`src/sepf_pkg.sv`:
```
// Shared constants and carrier types of the singles event packet formatter.
// Assumes one system clock domain; all widths are fixed at build time.
package sepf_pkg;

  // Channel and sample geometry.
  localparam int NUM_CH    = 16;
  localparam int SAMPLE_W  = 12;
  localparam int SUM_W     = 16;
  localparam int ESUM_W    = 18;
  localparam int CHEN_W    = 6;
  localparam int CHEN_LSB  = 10;
  localparam int FRAC_W    = 4;
  localparam int XTAL_W    = 8;
  localparam int TIME_W    = 4;

  // Nominal periods in units of 100 ps, as the slice arithmetic assumes.
  localparam int SYS_PERIOD_100PS   = 125;
  localparam int ADC_PERIOD_100PS   = 250;
  localparam int SLICE_PERIOD_100PS = 1000;

  // Packets per slice: ceil(R * slice / sys) with R = sys / adc.
  localparam int PKTS_PER_SLICE =
    (SYS_PERIOD_100PS * SLICE_PERIOD_100PS + ADC_PERIOD_100PS * SYS_PERIOD_100PS - 1) /
    (ADC_PERIOD_100PS * SYS_PERIOD_100PS);

  // Pipeline depth in slices: ceil(max ticks / slice width) + 1.
  localparam int MAX_TICKS   = 15;
  localparam int PIPE_DEPTH  = (MAX_TICKS + PKTS_PER_SLICE - 1) / PKTS_PER_SLICE + 1;

  // Packet layout.
  localparam int PKT_W       = 32;
  localparam int PID_LSB     = 28;
  localparam int PAY_W       = 28;
  localparam int WORD_PAY_W  = PAY_W * PKTS_PER_SLICE;
  localparam logic [3:0] PID_SINGLES = 4'h1;
  localparam int ADDR_FLD_W  = 9;
  localparam int CNT_LSB     = 9;
  localparam int CNT_W       = 4;
  localparam int UNUSED_W    = 3;
  localparam int CHEN_BASE   = 16;

  // Settings payload layout.
  localparam int SET_TICKS_LSB = 0;
  localparam int SET_TICKS_W   = 4;

  // Lookup table selectors on the detector memory port.
  localparam logic [1:0] LUT_XTAL = 2'h0;
  localparam logic [1:0] LUT_EWIN = 2'h1;
  localparam logic [1:0] LUT_TIME = 2'h2;
  localparam int LUT_ADDR_W = 16;
  localparam int LUT_DATA_W = 16;

  // Reset values.
  localparam logic [3:0] TICKS_RST = 4'h4;

  typedef struct packed {
    logic             valid;
    logic [PKT_W-1:0] data;
  } sepf_pkt_t;

  typedef struct packed {
    logic                  valid;
    logic [1:0]            tbl;
    logic [LUT_ADDR_W-1:0] addr;
  } sepf_lut_req_t;

  typedef enum logic [3:0] {
    S_IDLE  = 4'h0,
    S_INTEG = 4'h1,
    S_DIVX  = 4'h2,
    S_DIVY  = 4'h3,
    S_XTAL  = 4'h4,
    S_EWIN  = 4'h5,
    S_TIME  = 4'h6,
    S_WAIT  = 4'h7,
    S_SEND  = 4'h8
  } sepf_state_t;

endpackage

```
`src/sepf_frac_div.sv`:
```
// Fractional divider: quotient = floor(num * 2^FRAC_W / den), restoring form.
// Assumes num < den; num == den or a zero divisor yields an all-ones quotient.
`timescale 1ns/1ps
module sepf_frac_div
  import sepf_pkg::*;
(
  // Clock and reset.
  input  wire logic              i_mclk,
  input  wire logic              i_reset,
  // Request.
  input  wire logic              i_start,
  input  wire logic [ESUM_W-1:0] i_num,
  input  wire logic [ESUM_W-1:0] i_den,
  // Answer.
  output logic                   o_done,
  output logic [FRAC_W-1:0]      o_quot
);

  logic [ESUM_W:0]   rem_q, rem_d;
  logic [ESUM_W-1:0] den_q, den_d;
  logic [FRAC_W-1:0] quot_q, quot_d;
  logic [2:0]        cnt_q, cnt_d;
  logic              done_q, done_d;
  logic [ESUM_W:0]   shifted;

  // One quotient bit per cycle; four cycles keep the adder short.
  always_comb begin
    rem_d   = rem_q;
    den_d   = den_q;
    quot_d  = quot_q;
    cnt_d   = cnt_q;
    done_d  = 1'b0;
    shifted = {rem_q[ESUM_W-1:0], 1'b0};
    if (i_start) begin
      rem_d = {1'b0, i_num};
      den_d = i_den;
      cnt_d = 3'(FRAC_W);
    end else if (cnt_q != 3'h0) begin
      if (shifted >= {1'b0, den_q}) begin
        rem_d  = shifted - {1'b0, den_q};
        quot_d = {quot_q[FRAC_W-2:0], 1'b1};
      end else begin
        rem_d  = shifted;
        quot_d = {quot_q[FRAC_W-2:0], 1'b0};
      end
      cnt_d = cnt_q - 3'h1;
      done_d = (cnt_q == 3'h1);
    end
  end

  // Registers only.
  always_ff @(posedge i_mclk) begin
    if (i_reset) begin
      rem_q  <= '0;
      den_q  <= '0;
      quot_q <= '0;
      cnt_q  <= 3'h0;
      done_q <= 1'b0;
    end else begin
      rem_q  <= rem_d;
      den_q  <= den_d;
      quot_q <= quot_d;
      cnt_q  <= cnt_d;
      done_q <= done_d;
    end
  end

  assign o_done = done_q;
  assign o_quot = quot_q;

endmodule // sepf_frac_div

```
`src/sepf_formatter.sv`:
```
// Singles event processing and packet framing for one output lane group.
// Assumes timing, ADC tick and slice boundary inputs are synchronous to i_mclk,
// and detector memory answers one cycle after a request is presented.
`timescale 1ns/1ps
module sepf_formatter
  import sepf_pkg::*;
(
  // Clock and reset.
  input  wire logic                             i_mclk,
  input  wire logic                             i_reset,
  // Front end.
  input  wire logic [NUM_CH-1:0]                i_timing,
  input  wire logic                             i_adc_tick,
  input  wire logic [NUM_CH-1:0][SAMPLE_W-1:0]  i_adc_sample,
  input  wire logic                             i_slice_start,
  // Acquisition settings.
  input  wire logic                             i_set_we,
  input  wire logic [PKT_W-1:0]                 i_set_data,
  // Detector memory lookup port.
  output sepf_lut_req_t                         o_lut_req,
  input  wire logic [LUT_DATA_W-1:0]            i_lut_rdata,
  // Event output.
  output sepf_pkt_t                             o_pkt,
  output logic [LUT_DATA_W-1:0]                 o_evt_time,
  output logic                                  o_busy
);

  sepf_state_t                    state_q, state_d;
  logic [NUM_CH-1:0]              timing_q;
  logic [NUM_CH-1:0]              rise;
  logic [NUM_CH-1:0][SUM_W-1:0]   sum_q, sum_d;
  logic [NUM_CH-1:0]              trig_q, trig_d;
  logic [3:0]                     ticks_q, ticks_d;
  logic [3:0]                     tcnt_q, tcnt_d;
  logic [ESUM_W-1:0]              e_q, e_d;
  logic [FRAC_W-1:0]              x_q, x_d, y_q, y_d;
  logic [XTAL_W-1:0]              xtal_q, xtal_d;
  logic [TIME_W-1:0]              phase_q, phase_d, raw_q, raw_d;
  logic [2:0]                     slices_q, slices_d;
  logic [1:0]                     lph_q, lph_d, beat_q, beat_d;
  logic                           dstart_q, dstart_d;
  logic [WORD_PAY_W-1:0]          pay_q, pay_d;
  sepf_lut_req_t                  lut_q, lut_d;
  sepf_pkt_t                      pkt_q, pkt_d;
  logic [LUT_DATA_W-1:0]          time_q, time_d;
  logic                           ddone;
  logic [FRAC_W-1:0]              dquot;
  logic [ESUM_W-1:0]              dnum;

  // Six-bit energy from the top field of one channel sum; the sum ends where
  // that field ends, so nothing above it can overflow and no clamp is needed.
  function automatic logic [CHEN_W-1:0] ch_energy(input logic [SUM_W-1:0] s);
    ch_energy = s[CHEN_LSB +: CHEN_W];
  endfunction

  // Widening sum used for both estimator numerators.
  function automatic logic [ESUM_W-1:0] wsum(input logic [SUM_W-1:0] a,
                                             input logic [SUM_W-1:0] b);
    wsum = ESUM_W'(a) + ESUM_W'(b);
  endfunction

  // Payload of one event word: header low, channel energies above.
  function automatic logic [WORD_PAY_W-1:0] build_payload(
      input logic [NUM_CH-1:0][SUM_W-1:0] s, input logic [NUM_CH-1:0] t);
    logic [4:0] n;
    n = 5'h0;
    build_payload = '0;
    for (int i = 0; i < NUM_CH; i++) begin
      n = n + 5'(t[i]);
      build_payload[CHEN_BASE + i*CHEN_W +: CHEN_W] = ch_energy(s[i]);
    end
    build_payload[CNT_LSB +: CNT_W] = n[4] ? 4'hf : n[3:0];
  endfunction

  // Numerator of the estimator being divided: A+B for X, A+C for Y.
  assign dnum = (state_q == S_DIVX) ? wsum(sum_q[0], sum_q[1])
                                    : wsum(sum_q[0], sum_q[2]);

  sepf_frac_div u_div (
    .i_mclk  (i_mclk),
    .i_reset (i_reset),
    .i_start (dstart_q),
    .i_num   (dnum),
    .i_den   (e_q),
    .o_done  (ddone),
    .o_quot  (dquot)
  );

  // Rising edges on the timing lines; an OR of them starts an event.
  assign rise = i_timing & ~timing_q;

  // Event sequencer, framing and settings.
  always_comb begin
    state_d  = state_q;
    sum_d    = sum_q;
    trig_d   = trig_q;
    ticks_d  = ticks_q;
    tcnt_d   = tcnt_q;
    e_d      = e_q;
    x_d      = x_q;
    y_d      = y_q;
    xtal_d   = xtal_q;
    raw_d    = raw_q;
    slices_d = slices_q;
    lph_d    = lph_q;
    beat_d   = beat_q;
    dstart_d = 1'b0;
    pay_d    = pay_q;
    lut_d    = '0;
    pkt_d    = '0;
    time_d   = time_q;
    // The slice phase is the coarse arrival time of a trigger.
    phase_d  = i_slice_start ? '0 : phase_q + 4'h1;
    // Only the low nibble is kept; the rest of the payload is reserved.
    if (i_set_we)
      ticks_d = i_set_data[SET_TICKS_LSB +: SET_TICKS_W];
    // Slices elapsed since the trigger, saturating at the pipeline depth.
    if (state_q != S_IDLE && i_slice_start && slices_q != 3'(PIPE_DEPTH))
      slices_d = slices_q + 3'h1;
    case (state_q)
      S_IDLE: begin
        if (|rise) begin
          state_d  = S_INTEG;
          sum_d    = '0;
          trig_d   = rise;
          tcnt_d   = 4'h0;
          raw_d    = phase_q;
          slices_d = 3'h0;
        end
      end
      S_INTEG: begin
        trig_d = trig_q | rise;
        if (i_adc_tick) begin
          for (int i = 0; i < NUM_CH; i++)
            sum_d[i] = sum_q[i] + SUM_W'(i_adc_sample[i]);
          tcnt_d = tcnt_q + 4'h1;
          // A count of zero wraps and integrates sixteen ticks; the host avoids it.
          if (tcnt_q + 4'h1 == ticks_q) begin
            state_d  = S_DIVX;
            dstart_d = 1'b1;
          end
        end
      end
      S_DIVX: begin
        if (ddone) begin
          x_d      = dquot;
          state_d  = S_DIVY;
          dstart_d = 1'b1;
        end
      end
      S_DIVY: begin
        if (ddone) begin
          y_d     = dquot;
          state_d = S_XTAL;
          lph_d   = 2'h0;
        end
      end
      S_XTAL: begin
        lph_d = lph_q + 2'h1;
        if (lph_q == 2'h0) begin
          lut_d.valid = 1'b1;
          lut_d.tbl   = LUT_XTAL;
          lut_d.addr  = LUT_ADDR_W'({x_q, y_q});
        end else if (lph_q == 2'h2) begin
          xtal_d  = i_lut_rdata[XTAL_W-1:0];
          state_d = S_EWIN;
          lph_d   = 2'h0;
        end
      end
      S_EWIN: begin
        lph_d = lph_q + 2'h1;
        if (lph_q == 2'h0) begin
          lut_d.valid = 1'b1;
          lut_d.tbl   = LUT_EWIN;
          lut_d.addr  = {xtal_q, e_q[ESUM_W-1 -: 8]};
        end else if (lph_q == 2'h2) begin
          lph_d   = 2'h0;
          // Events outside the window are dropped here.
          state_d = i_lut_rdata[0] ? S_TIME : S_IDLE;
        end
      end
      S_TIME: begin
        lph_d = lph_q + 2'h1;
        if (lph_q == 2'h0) begin
          lut_d.valid = 1'b1;
          lut_d.tbl   = LUT_TIME;
          lut_d.addr  = {xtal_q, 4'h0, raw_q};
        end else if (lph_q == 2'h2) begin
          time_d  = i_lut_rdata;
          pay_d   = build_payload(sum_q, trig_q);
          state_d = S_WAIT;
        end
      end
      S_WAIT: begin
        // Leave on the boundary once the pipeline depth has run out.
        if (i_slice_start && slices_q == 3'(PIPE_DEPTH)) begin
          state_d    = S_SEND;
          beat_d     = 2'h1;
          pkt_d.valid = 1'b1;
          pkt_d.data = {PID_SINGLES, pay_q[0 +: PAY_W]};
        end
      end
      S_SEND: begin
        // One word per cycle: the sequencer is busy until the last beat.
        pkt_d.valid = 1'b1;
        pkt_d.data  = {PID_SINGLES, pay_q[beat_q*PAY_W +: PAY_W]};
        beat_d      = beat_q + 2'h1;
        if (beat_q == 2'(PKTS_PER_SLICE - 1))
          state_d = S_IDLE;
      end
      default: state_d = S_IDLE;
    endcase
    // Energy is latched with the divider start so both estimators share it.
    if (state_q == S_INTEG && dstart_d) begin
      e_d = '0;
      for (int i = 0; i < 4; i++)
        e_d = e_d + ESUM_W'(sum_d[i]);
    end
  end

  // Registers only.
  always_ff @(posedge i_mclk) begin
    if (i_reset) begin
      state_q  <= S_IDLE;
      timing_q <= '0;
      sum_q    <= '0;
      trig_q   <= '0;
      ticks_q  <= TICKS_RST;
      tcnt_q   <= 4'h0;
      e_q      <= '0;
      x_q      <= '0;
      y_q      <= '0;
      xtal_q   <= '0;
      phase_q  <= '0;
      raw_q    <= '0;
      slices_q <= 3'h0;
      lph_q    <= 2'h0;
      beat_q   <= 2'h0;
      dstart_q <= 1'b0;
      pay_q    <= '0;
      lut_q    <= '0;
      pkt_q    <= '0;
      time_q   <= '0;
    end else begin
      state_q  <= state_d;
      timing_q <= i_timing;
      sum_q    <= sum_d;
      trig_q   <= trig_d;
      ticks_q  <= ticks_d;
      tcnt_q   <= tcnt_d;
      e_q      <= e_d;
      x_q      <= x_d;
      y_q      <= y_d;
      xtal_q   <= xtal_d;
      phase_q  <= phase_d;
      raw_q    <= raw_d;
      slices_q <= slices_d;
      lph_q    <= lph_d;
      beat_q   <= beat_d;
      dstart_q <= dstart_d;
      pay_q    <= pay_d;
      lut_q    <= lut_d;
      pkt_q    <= pkt_d;
      time_q   <= time_d;
    end
  end

  logic busy_q;

  // Busy flag kept as its own flop so the output is registered.
  always_ff @(posedge i_mclk) begin
    if (i_reset)
      busy_q <= 1'b0;
    else
      busy_q <= (state_d != S_IDLE);
  end

  assign o_lut_req  = lut_q;
  assign o_pkt      = pkt_q;
  assign o_evt_time = time_q;
  assign o_busy     = busy_q;
endmodule // sepf_formatter

```
`config.mk`:
```
export PLATFORM = sky130hd
export DESIGN_NAME = sepf_formatter
export DESIGN_NICKNAME = d
export VERILOG_FILES = /design/src/sepf_pkg.sv /design/src/sepf_frac_div.sv /design/src/sepf_formatter.sv
export SDC_FILE = /design/constraint.sdc
export NUM_CORES = 2
export LEC_CHECK = 0
export ABC_AREA = 1
export BUFFER_PORTS_ARGS = -buffer_cell sky130_fd_sc_hd__buf_4
export CAP_MARGIN = 15
export CORE_UTILIZATION = 60
export DETAILED_ROUTE_END_ITERATION = 6
export PLACE_DENSITY = 0.8
export SYNTH_ARGS = -nofsm -noshare
export SYNTH_HDL_FRONTEND = slang
export SYNTH_HIERARCHICAL = 1
export SYNTH_SLANG_ARGS = --single-unit
export TNS_END_PERCENT = 5
```
`constraint.sdc`:
```
create_clock -name i_mclk -period 9.1 [get_ports i_mclk]
set_clock_uncertainty 0.1 [all_clocks]
set_input_delay 0.91 -clock i_mclk [delete_from_list [all_inputs] [get_ports i_mclk]]
set_output_delay 0.91 -clock i_mclk [all_outputs]
set_load 0.02 [all_outputs]
```
* After elaboration in Yosys (flattened, before gate mapping)
Index checks and enable logic that the tools add are counted.
W data, S select, Z words.
** Word-level totals
- Register bits :: 563
- Bits of input ports :: 261
- Logic and storage cells :: 193
** Operators by class
- $add $sub $neg :: 43
- Multiply operators :: 1
- Order comparisons :: 1
- Equality and inequality tests :: 18
- Shift operators :: 1
- Multiplexer cells :: 50
- Bitwise gates (word level) :: 6
- Reductions and logical operators :: 28
** Operators by type and width (count)
- $mux W256 :: 2
- $pmux W256 S2 :: 1
- $add A16 B12 Y16 :: 16
- $shiftx A112 B8 Y28 :: 1
- $pmux W33 S2 :: 1
- $mux W4 :: 16
- $mux W19 :: 3
- $pmux W19 S3 :: 1
- $add A5 B1 Y5 :: 11
- $mux W18 :: 3
- $add A16 B16 Y17 :: 3
- $pmux W4 S9 :: 1
- $mux W33 :: 1
- $pmux W16 S2 :: 1
- $ge A19 B18 Y1 :: 1
- $add A17 B16 Y18 :: 1
- $add A18 B16 Y18 :: 1
- $mux W3 :: 6
- $sub A18 B18 Y18 :: 1
- $mux W17 :: 1
- $and A16 B16 Y16 :: 1
- $eq A4 B3 Y1 const B :: 4
- $mux W16 :: 1
- $not A16 Y16 :: 1
- other kinds (38) :: 69

* Longest topological paths before layout
- Word-level depth :: 16
- Mapped depth :: 28

* Modules after synthesis
The synthesis kept the hierarchy.
** By module, submodules not included
- sepf_formatter :: instances 1, cells an instance 5129, area each 33507.1 um2, seq. area each 10309.9 um2
- sepf_frac_div :: instances 1, cells an instance 492, area each 3115.5 um2, seq. area each 880.8 um2

* Worst setup path before layout
OpenSTA, ideal clock, no wires.
- Path type :: input -> register
- Start point :: input port i_adc_sample[0] (netlist name)
- End point :: register e_q[15]
- Setup time :: 0.117 ns
- Data arrival time :: 4.349 ns
- Slack :: 4.534 ns
- Stages :: 24
- Cells stage by stage :: ha_1 > inv_1 > fa_1 > inv_1 > nand3_1 > nand2_1 > nand2_1 > nand2_1 > nand2_1 > nand2_1 > nand2_1 > o21ai_0 > inv_1 > fa_1 > inv_1 > fa_1 > inv_1 > ha_1 > a21o_1 > o21bai_1 > a21oi_1 > a21oi_1 > nor2_1 > nor2_1
** RTL lines
- from (decl) :: RTL line sepf_formatter.sv:14 : input wire logic [NUM_CH-1:0][SAMPLE_W-1:0] i_adc_sample,
- to (signal assigned) :: RTL line sepf_formatter.sv:230 : e_q <= '0;
- to (signal assigned) :: RTL line sepf_formatter.sv:251 : e_q <= e_d;
- to (decl) :: RTL line sepf_formatter.sv:35 : logic [ESUM_W-1:0] e_q, e_d;

==> summary.md <==
| Metric | Value |
|---|---|
| Placer congestion estimate | between 0.9 and 1 |
| Main synth FF type | dfxtp_1 |
| H-tree depth | 2 |
| Worst VDD drop | roughly 0.00016 V |
| Pleak | approximately 20 nW |
| TritonCTS buffer count | just over 60 |
| Critical path origin | state_q[1] |
| Register area share after synthesis | 0.306 |
| Hold Slack | 0.347 ns |
| Detail Placement HPWL | 77.6 mm |
| Reg clk slew, reported paths | 0.07 ns |
| Antenna violations before repair | 2 |
| Share of layout cells above drive strength 1 | 0.0840 |
| Drt wl/cell | between 15 and 20 um |
| CTS root buf | clkbuf_16 |
| First-pass GRT wire length | 170 mm |
| Post-synth top area cell | dfxtp_1 |
| Fin area | 0.0412 mm2 |
| Pwr Density | around 170 mW/mm2 |
| Fin cells | ~6600 |
| Clock Sinks | roughly 560 |
| Antenna-violating nets left | 0 |
| Initial DRC Count | 2596 |
| CTS tree | built |
| Worst-Margin Slew | 0.989 ns |
| Hold-fix buffers, CTS | 0 |
| Final setup viols | 0 |
| Buf/Inv on CP | 7 |
| Max FO, Critical Path | 37 |
| Vias per cell | 5.56 |
| Detailed Routing Iterations Pass 1 | 5 |
| CP delay by family, top | simple AND/OR/NAND/NOR gates |
| Placeable core region | 0.0604 mm2 |
| Cells after Synth | ~5600 |
| Nets | 6391 |
| Synthesized area | 0.0366 mm2 |
| Top post-synthesis cells by area | dfxtp_1 (31%), nand2_1 (15%), ha_1 (8.9%), a21oi_1 (8.4%), nand3_1 (6.7%) |
| Starting density of the core | 0.607 |
| Post-route setup TNS | 0 ns |
| Clock buffer depth | 3 |
| Post-synth ARST share | 0 |
| Final period utilization | 0.587 |
| Slowest CP cell | nand2_4 |
| CP Capture Type | register |
| Critical path data arrival time | a little under 6 ns |
| Max Cap Violations | 0 |
| # rows | 90 |
| DRT Wirelength | roughly 110 mm |
| Max Freq | 187 MHz |
| Syn avg cell area | between 6 and 7 um2 |
| Gr usage total | 0.332 |
| Die ar. | between 0.06 and 0.07 mm2 |
| Crit path required time | 9.55 ns |
| Min cycle time layout | about 5.3 ns |
| Worst-skew pair later-pin latency | 0.65 ns |
| Most frequent CP cell | nand2_1 |
| IO Pins | 330 |
| Placed inst area | around 0.039 mm2 |
| Resized cells post-CTS | 0 |
| Pwr Total | 7.00 mW |
| Yosys reg bits | ~560 |
| Top-area cell type share of the netlist area | 0.306 |
| YS warnings | 6 |
| R2r startpoint | state_q[1] |
| DR DRC count | 0 |
| Layout Area Growth over Synthesis | 12.4% |
| Via count | 36900 |
| Die W | 249 um |
| HP Start | xtal_q[0] |
| RSZ-0062 raised after global routing | no |
| Hold crit path type | reg -> reg |
| Die height | 249 um |
| Vias in the first global route | 34200 |
| Status | complete, no violations |
| Postcts setup bufs | 0 |
| Setup slack after placement | roughly 3.2 ns |
| Fin worst setup slack | 3.76 ns |
| Library cells used by synthesis | 46 |
| Endpoints failing hold | 0 |
| Setup Crit Path Kind | reg -> reg |
| Fin. max-slew vios | 0 |
| Total grt overflow | 0 |
| Port bufs | 298 |
| Largest net degree at the start of global routing | 122 |
| CP max stage delay | about 0.47 ns |
| Rel. slew slack | 0.341 |
| Final core occ | 0.682 |
| Placed cell count | 6529 |
| Number of enable flip-flop cells after synthesis | 0 |
| CP startpoint kind | register |
## worst register-to-register path, cell delays in order, from the launching register on
cell and delay (ns):
dfxtp_1 0.46, inv_2 0.06, nand2_1 0.12, nor2_4 0.09, nand2_4 0.47, inv_6 0.24
nor2_4 0.35, buf_4 0.45, nand2_1 0.13, nand2_1 0.17, fa_1 0.46, inv_1 0.10
fa_1 0.43, inv_1 0.07, ha_1 0.17, inv_1 0.06, fa_1 0.40, inv_1 0.10
nand3_1 0.07, nand2_1 0.16, nand2_1 0.07, nand2_1 0.11, nand3_1 0.11, nand3_1 0.10
nand2_1 0.05, nor2_1 0.10, nor2_1 0.04
## registers in the layout, indices dropped and copies added (netlist names), 8 cells and up
name and flops:
o_pkt 29, u_div/rem_q 18, sum_q 256, o_lut_req 19
xtal_q 8, pay_q 100, trig_q 16, o_evt_time 16
timing_q 16, u_div/den_q 18, e_q 18
## power by group
group	leakage (nW)	internal [mW]	total, mW	switching, mW
clock network	1.02	1.50	2.60	1.10
logic	14.5	0.614	1.79	1.17
registers	4.53	2.54	2.61	0.0707
total	20.0	4.65	7.00	2.34
## cells by family (layout without fill, tap and decap cells)
kind of cell,Yosys count,in the layout,share of synthesized area
buffers and inverters,823,1058,0.0900
AND/OR/NAND/NOR,2724,2724,0.307
adder cells (fa/ha/maj),320,320,0.122
other,1,5,0.000102
AO/OA/AOI/OAI,1158,1158,0.167
flip-flops,559,559,0.306
XOR/XNOR,36,36,0.00861
## path summary, 6_finish.rpt
| path | depth (start not counted) | slack, ns | end |
|---|---|---|---|
| hold reg to reg | 2 | 0.35 | o_lut_req[8] |
| setup / recovery | 26 | 3.76 | e_q[15] |
| hold / removal | 2 | 0.35 | o_lut_req[8] |
| setup reg to reg | 26 | 3.76 | e_q[15] |
## synth_stat cells (7+ instances only)
master / number
and2_1: 8
buf_4: 27
buf_2: 47
o21bai_1: 20
a22oi_1: 32
nor2_1: 599
ha_1: 260
fa_1: 60
dfxtp_1: 559
nand4_1: 50
nand2_2: 7
inv_1: 613
or2_2: 26
nand2_1: 1483
o211ai_1: 16
a21oi_1: 615
nand3_1: 491
xnor2_1: 9
inv_2: 13
xor2_1: 27
o21ai_1: 8
nor3_1: 26
clkbuf_1: 109
a21oi_2: 10
o21ai_0: 400
and3_1: 7
o21a_1: 33
nand3b_1: 11
## final cells by class
cell class | count | area (um2)
Clock inverter | 32 | 373
Timing Repair Buffer | 318 | 2390
Antenna cell | 1 | 2.50
Sequential cell | 559 | 11200
Multi-Input combinational cell | 4242 | 22200
Tap cell | 782 | 978
Inverter | 628 | 2370
Clock buffer | 80 | 1720
Fill cell | 5445 | 19200
## placed cells by master (no fill, tap or decap), drive strengths merged, types with 80 or more instances in the layout
master and n:
dfxtp 559, a21oi 625, o21ai 409, nand3 491, ha 260, buf 318, inv 630, nor2 606
nand2 1492, clkbuf 80
## per-layer routing
metal	wire [um]	vias up	GRT usage
met3	6170	243	0.0443
li1	-	18800	-
met5	0	-	0
met4	5080	0	0.154
met2	50600	1080	0.583
met1	43700	16900	0.402
Note: power is estimated with default switching activity, not from simulation.
